===== src/phy_regs_pkg.sv =====
// Register offsets, field positions and reset values of the PHY MII status/advert bank
package phy_regs_pkg;

   // ------------------------------------------------------------
   // Host bus shape
   // ------------------------------------------------------------
   localparam int ADDR_W = 8;
   localparam int DATA_W = 16;

   // ------------------------------------------------------------
   // Register offsets (byte addresses of 16-bit words)
   // ------------------------------------------------------------
   localparam logic [7:0] OFS_BASIC_STATUS = 8'hE6;
   localparam logic [7:0] OFS_ID_LOW = 8'hE8;
   localparam logic [7:0] OFS_ID_HIGH = 8'hEA;
   localparam logic [7:0] OFS_AUTONEG_ADV = 8'hEC;
   localparam logic [7:0] OFS_LP_ABILITY = 8'hEE;
   localparam logic [7:0] OFS_PORT_CONTROL = 8'hF6;
   localparam logic [7:0] OFS_PORT_STATUS = 8'hF8;

   // ------------------------------------------------------------
   // Basic status fields
   // ------------------------------------------------------------
   localparam int ST_T4_BIT = 15;
   localparam int ST_100FD_BIT = 14;
   localparam int ST_100HD_BIT = 13;
   localparam int ST_10FD_BIT = 12;
   localparam int ST_10HD_BIT = 11;
   localparam int ST_AN_DONE_BIT = 5;
   localparam int ST_AN_CAP_BIT = 3;
   localparam int ST_LINK_BIT = 2;
   localparam int ST_EXT_BIT = 0;
   localparam logic ST_T4_VAL = 1'b0;
   localparam logic ST_CAP_VAL = 1'b1;
   localparam logic ST_EXT_VAL = 1'b0;

   // ------------------------------------------------------------
   // Advertisement and link partner fields (same layout)
   // ------------------------------------------------------------
   localparam int ADV_PAUSE_BIT = 10;
   localparam int ADV_100FD_BIT = 8;
   localparam int ADV_100HD_BIT = 7;
   localparam int ADV_10FD_BIT = 6;
   localparam int ADV_10HD_BIT = 5;
   localparam logic [4:0] ADV_SELECTOR = 5'h01;

   // ------------------------------------------------------------
   // Port control / port status fields
   // ------------------------------------------------------------
   localparam int PC_PAUSE_BIT = 4;
   localparam int PC_100FD_BIT = 3;
   localparam int PC_100HD_BIT = 2;
   localparam int PC_10FD_BIT = 1;
   localparam int PC_10HD_BIT = 0;
   localparam int PS_AN_DONE_BIT = 6;
   localparam logic [4:0] ADV_RESET = 5'h1F;

   // ------------------------------------------------------------
   // Synchroniser depth
   // ------------------------------------------------------------
   localparam int SYNC_STAGES = 2;

endpackage


===== src/level_sync.sv =====
// Two-flop level synchroniser for PHY status inputs
`timescale 1ns/1ps
`default_nettype none
module level_sync #(
   parameter int WIDTH = 1
) (
   input wire logic clk, // Core clock
   input wire logic rst_b, // Async reset, active low
   input wire logic [WIDTH-1:0] d, // Asynchronous level
   output var logic [WIDTH-1:0] q // Synchronised level
);
   logic [WIDTH-1:0] meta_reg;

   // ------------------------------------------------------------
   // Stages: first flop feeds only the second
   // ------------------------------------------------------------
   always_ff @(posedge clk or negedge rst_b) begin
      if (!rst_b) begin
         meta_reg <= '0;
         q <= '0;
      end else begin
         meta_reg <= d;
         q <= meta_reg;
      end
   end
endmodule
`default_nettype wire


===== src/phy_mii_status_id_advert_regs.sv =====
// PHY MII basic status, identifier and auto-negotiation advertisement register bank
// Function
// Status bit 15 reads 0: no 100BASE-T4 operation.
// Status bits 14 and 13 read 1: 100BASE-TX full and half duplex.
// Status bits 12 and 11 read 1: 10BASE-T full and half duplex.
// Status bit 0 reads 0: no extended register set.
// Status bit 5 shows auto-negotiation done, same as port status bit 6.
// Status bit 3 shows whether auto-negotiation is supported.
// Identifier low word is a read-only 16-bit value.
// Identifier high word is a read-only 16-bit value.
// Advert bit 10 offers pause, resets 1, shared with port control bit 4.
// Advert bit 8 offers 100 full, resets 1, shared with port control bit 3.
// Advert bit 7 offers 100 half, resets 1, shared with port control bit 2.
// Advert bit 6 offers 10 full, shared with port control bit 1.
// Advert bit 5 offers 10 half, resets 1, shared with port control bit 0.
// Advert selector reads 0x01; bits 15 to 11 and 9 read zero.
// Shared bits are one storage; writes show at once in both views.
// Partner ability is read-only; bit 8 mirrors port status bit 3.
`timescale 1ns/1ps
`default_nettype none
module phy_mii_status_id_advert_regs
   import phy_regs_pkg::*;
#(
   parameter logic AN_CAPABLE = 1'b1,
   parameter logic [15:0] ID_LOW = 16'h0A5C, // Arbitrary value
   parameter logic [15:0] ID_HIGH = 16'h00C3 // Arbitrary value
) (
   input wire logic clk, // Core clock, 50 MHz
   input wire logic rst_b, // Async reset, active low
   input wire logic [phy_regs_pkg::ADDR_W-1:0] addr, // Byte address of a word
   input wire logic wr_en, // Write strobe
   input wire logic rd_en, // Read strobe
   input wire logic [1:0] be, // Byte enables
   input wire logic [phy_regs_pkg::DATA_W-1:0] wdata, // Write data
   output var logic [phy_regs_pkg::DATA_W-1:0] rd_data, // Read data, held
   output var logic rd_valid, // Read data pulse
   input wire logic an_complete_in, // Auto-negotiation done, PHY side
   input wire logic link_up_in, // Link up, PHY side
   input wire logic [4:0] lp_ability_in, // Partner pause,100F,100H,10F,10H
   output var logic [4:0] adv_ability // Advertised pause,100F,100H,10F,10H
);
   import phy_regs_pkg::*;

   logic an_sync;
   logic link_sync;
   logic [4:0] lp_sync;
   logic [DATA_W-1:0] read_word;

   // ------------------------------------------------------------
   // Input synchronisation
   // ------------------------------------------------------------
   level_sync #(.WIDTH(7)) u_sync (
      .clk(clk),
      .rst_b(rst_b),
      .d({an_complete_in, link_up_in, lp_ability_in}),
      .q({an_sync, link_sync, lp_sync})
   );

   // ------------------------------------------------------------
   // Word builders
   // ------------------------------------------------------------
   function automatic logic [15:0] ability_word(input logic [4:0] ab, input logic [4:0] sel);
      logic [15:0] w;
      w = 16'h0000;
      w[ADV_PAUSE_BIT] = ab[PC_PAUSE_BIT];
      w[ADV_100FD_BIT] = ab[PC_100FD_BIT];
      w[ADV_100HD_BIT] = ab[PC_100HD_BIT];
      w[ADV_10FD_BIT] = ab[PC_10FD_BIT];
      w[ADV_10HD_BIT] = ab[PC_10HD_BIT];
      w[4:0] = sel;
      return w;
   endfunction

   function automatic logic [15:0] status_word(input logic an_done, input logic link);
      logic [15:0] w;
      w = 16'h0000;
      w[ST_T4_BIT] = ST_T4_VAL;
      w[ST_100FD_BIT] = ST_CAP_VAL;
      w[ST_100HD_BIT] = ST_CAP_VAL;
      w[ST_10FD_BIT] = ST_CAP_VAL;
      w[ST_10HD_BIT] = ST_CAP_VAL;
      w[ST_AN_DONE_BIT] = an_done;
      w[ST_AN_CAP_BIT] = AN_CAPABLE;
      w[ST_LINK_BIT] = link;
      w[ST_EXT_BIT] = ST_EXT_VAL;
      return w;
   endfunction

   // ------------------------------------------------------------
   // Read decode
   // ------------------------------------------------------------
   always_comb begin
      read_word = 16'h0000;
      case ({addr[7:1], 1'b0})
         OFS_BASIC_STATUS: read_word = status_word(an_sync, link_sync);
         OFS_ID_LOW: read_word = ID_LOW;
         OFS_ID_HIGH: read_word = ID_HIGH;
         OFS_AUTONEG_ADV: read_word = ability_word(adv_ability, ADV_SELECTOR);
         OFS_LP_ABILITY: read_word = ability_word(lp_sync, ADV_SELECTOR);
         OFS_PORT_CONTROL: read_word = {11'h000, adv_ability};
         OFS_PORT_STATUS: begin
            read_word[PS_AN_DONE_BIT] = an_sync;
            read_word[4:0] = lp_sync;
         end
         default: read_word = 16'h0000;
      endcase
   end

   always_ff @(posedge clk or negedge rst_b) begin
      if (!rst_b) begin
         rd_data <= 16'h0000;
         rd_valid <= 1'b0;
      end else begin
         rd_valid <= rd_en;
         if (rd_en) begin
            rd_data <= read_word;
         end
      end
   end

   // ------------------------------------------------------------
   // Shared advertisement storage
   // ------------------------------------------------------------
   always_ff @(posedge clk or negedge rst_b) begin
      if (!rst_b) begin
         adv_ability <= ADV_RESET;
      end else if (wr_en) begin
         if ({addr[7:1], 1'b0} == OFS_AUTONEG_ADV) begin
            if (be[1]) begin
               adv_ability[PC_PAUSE_BIT] <= wdata[ADV_PAUSE_BIT];
               adv_ability[PC_100FD_BIT] <= wdata[ADV_100FD_BIT];
            end
            if (be[0]) begin
               adv_ability[PC_100HD_BIT] <= wdata[ADV_100HD_BIT];
               adv_ability[PC_10FD_BIT] <= wdata[ADV_10FD_BIT];
               adv_ability[PC_10HD_BIT] <= wdata[ADV_10HD_BIT];
            end
         end else if ({addr[7:1], 1'b0} == OFS_PORT_CONTROL && be[0]) begin
            adv_ability <= wdata[4:0];
         end
      end
   end

   wire rd_stat = rd_en && {addr[7:1], 1'b0} == OFS_BASIC_STATUS;
   wire rd_adv = rd_en && {addr[7:1], 1'b0} == OFS_AUTONEG_ADV;
   wire rd_lpa = rd_en && {addr[7:1], 1'b0} == OFS_LP_ABILITY;
   wire wr_pc = wr_en && be[0] && {addr[7:1], 1'b0} == OFS_PORT_CONTROL;
   wire wr_adv_hi = wr_en && be[1] && {addr[7:1], 1'b0} == OFS_AUTONEG_ADV;
endmodule
`default_nettype wire


===== config.mk =====
export PLATFORM = sky130hd
export DESIGN_NAME = phy_mii_status_id_advert_regs
export DESIGN_NICKNAME = d
export VERILOG_FILES = /design/src/phy_regs_pkg.sv /design/src/level_sync.sv /design/src/phy_mii_status_id_advert_regs.sv
export SDC_FILE = /design/constraint.sdc
export NUM_CORES = 1
export LEC_CHECK = 0
export ABC_AREA = 1
export BUFFER_PORTS_ARGS = -buffer_cell sky130_fd_sc_hd__buf_2
export CORE_MARGIN = 2
export CORE_UTILIZATION = 52
export DETAILED_ROUTE_END_ITERATION = 6
export MAX_ROUTING_LAYER = met4
export PLACE_DENSITY_LB_ADDON = 0.05
export SLEW_MARGIN = 20
export SYNTH_ARGS = -nofsm -noshare
export SYNTH_HDL_FRONTEND = slang
export SYNTH_SLANG_ARGS = --single-unit
export TNS_END_PERCENT = 5

===== constraint.sdc =====
create_clock -name clk -period 2.4 [get_ports clk]
set_clock_uncertainty 0.2 [all_clocks]
set_input_delay 0.48 -clock clk [delete_from_list [all_inputs] [get_ports clk]]
set_output_delay 0.48 -clock clk [all_outputs]
set_load 0.01 [all_outputs]

==> out/metrics.cfg <==
[clock_network]
post_cts_resized = 0
root_buffer = clkbuf_4
cts_tree = yes
holdBufCountCts = 0
clock_latency_ns = 0.32
cts.path.max_buffers = 2
post_cts_buffers = 0
cts-buffers-inserted = 5
clock-sinks = 33
htree_levels = 2
clkTransAtPathRegs_ns = 0.09

[floorplan]
die_h_um = 58.6
start_util = 0.554
rows = 19
num_io_pins = 59
die_w_um = 58.6
die_area_um2 = 3440
core_um2 = 2810

[final_layout]
area_delta_synth_final_pct = 19.1
fin_nets = 274
ff_latch_area_um2 = 832
fin_cells = 269
largest_reg_flops = 13
drive_above_1_share = 0.311
multi_input_area_um2 = 623
fill_cells = 236
diodes = 0

[timing]
rsz0062_at_grt = false
tightest_slew_ns = 0.688
slew_violations = 0
relSlewSlack = 0.541
fmax_mhz = 583
final_hold_viol_count = 25
setup_violations = 0
fin_crit_ns = 1.71
whs_ns = -0.0116
fin_crit_sh = 0.714
fin_setup_tns_ns = 0

[placed_design]
gp_congestion = 0.849
dpl.cell_count = 261
portBuffers = 50
place.detailed.hpwl_mm = 2.39

[worst_setup_path]
reg2reg_to = rd_data[6]
rrSetupSlack_ns = 1.22
cp_slowest_cell = dfstp_2
reg2reg_from = adv_ability[1]
worst_r2r_path_depth = 6
worstSetupPathType = flop to primary output
slowest_delay_ns = 0.57
path_max_fanout = 4
start_kind = flop
required_ns = 1.72
critPathTopFamily = flip-flops
crit_chain = buf_2
cp_num_buf_inv = 1
worst_ep_arrival_time_ns = 1.03
end_kind = primary output

[yosys]
synth.net_count = 224
synth_fa_ha_area_frac = 0
synth_cell_types = 23
async_reset_ff_frac = 1.00
synth_top_family_by_area = simple AND/OR/NAND/NOR gates
synth_top_area_frac = 0.451
synthMostInstantiatedCell = nand2_1
yosysSeqAreaShare = 0.536
synth_flop_cell = dfrtp_1
synth_compound_area_frac = 0.0290
synthSimpleGateAreaFrac = 0.370
synth_edf_count = 0
avgSynthCellArea_um2 = 8.30
yosys_warnings = 0
muxShareOfSynthArea = 0
ys_ff_latch = 33
synth_area_leaders = dfrtp_1 (45%), nand2_1 (18%), nand3_1 (11%)
synth_largest_area_cell = dfrtp_1
synth_xor_area_frac = 0
postSynthCellCount = 187
synth.top_cells.by_count = nand2_1 (76), nand3_1 (33), dfrtp_1 (28)
syn-cell-area_um2 = 1550

[min_path]
min_path_type = input port to async pin

[detailed_routing]
drtIter0Drc = 54
via_count = 1368
avgRoutedWirePerCell_um = 11.6
viasPerCell = 5.09
drcViolationCount = 3
final_antenna_net_count = 0
finalWirelength_mm = 3.11
first_pass_iters = 6

[global_routing]
overflow = 0
grt_first_pass_wirelength_mm = 5.52
antenna_found_initial = 0
grt_pass1_vias = 1302
track_usage = 0.223
grt_max_degree = 34

[run_status]
outcome = finished, violations left
violations = DRC, hold timing

[pwr]
power_density_nw_per_um2 = 542
peakVddDrop_uv = 484
leakagePower_uw = 0.00106

[flow_run]
max_cap_viol_count = 0

-- stage by stage --
stage                     worst slack [ns]  hold slack, ns  cell area, µm²   util  power, µW
after floorplan                      0.910         -0.0156            1550      -        666
after global placement               0.518           0.133            1800  0.641        721
after detailed placement             0.479           0.136            1800  0.641        726
after CTS                            0.668        0.000416            1850  0.659       1020
after global routing                 0.633          0.0208            1850  0.659       1060
final                                0.686         -0.0116            1850  0.659       1000
-- power by group --
part,switching (µW),internal [µW],leakage [µW],total (µW)
Clock,174,115,0.0000255,289
Sequential,16.6,587,0.000406,604
Combinational,68.2,41.4,0.000625,110
Total,259,744,0.00106,1000
-- routing by layer --
metal | up-vias | wire length (µm) | part of all wire | GRT usage
met3 | 6 | 190 | 0.061 | 0.0703
li1 | 690 | - | - | -
met4 | 0 | 56 | 0.018 | 0.0942
met1 | 628 | 1400 | 0.45 | 0.269
met5 | - | 0 | 0 | -
met2 | 44 | 1470 | 0.47 | 0.347
-- final cells by class --
cell class / count / share of cell area
clock buffers: 7 / 0.0244
clock inverters: 1 / 0.00406
inverters: 10 / 0.0203
multi-input cells: 135 / 0.337
flip-flops and latches: 33 / 0.450
well taps: 31 / 0.0210
repair buffers: 52 / 0.143
-- layout by cell type, fill, tap and decap left out, types with 2 or more instances in the layout --
master,n
buf_2,50
inv_1,8
dfrtp_1,28
nand3_1,33
nor2_1,8
dfstp_2,5
nand2_2,3
nand2_1,76
buf_4,2
clkbuf_4,5
inv_2,2
nor2_4,3
clkbuf_1,2
o21ai_0,3
-- how the worst max path moves through the flow --
stage                         startpoint             end  slack, ns  cells after the start
after floorplan                  addr[6]  adv_ability[0]       0.91                      8
after global placement           addr[6]  adv_ability[3]       0.52                      8
after detailed placement         addr[6]  adv_ability[4]       0.48                      8
after CTS                 adv_ability[2]  adv_ability[2]       0.67                      1
after global routing      adv_ability[2]  adv_ability[2]       0.63                      1
final                     adv_ability[0]  adv_ability[0]       0.69                      1
-- cell families (layout without fill, tap and decap cells) --
family / Yosys count / after routing
other: 1 / 1
buffers and inverters: 19 / 70
AOI/OAI and AO/OA: 6 / 6
and+or+nand+nor: 128 / 128
DFF: 33 / 33
No activity file was read; power rests on OpenSTA's default activity.
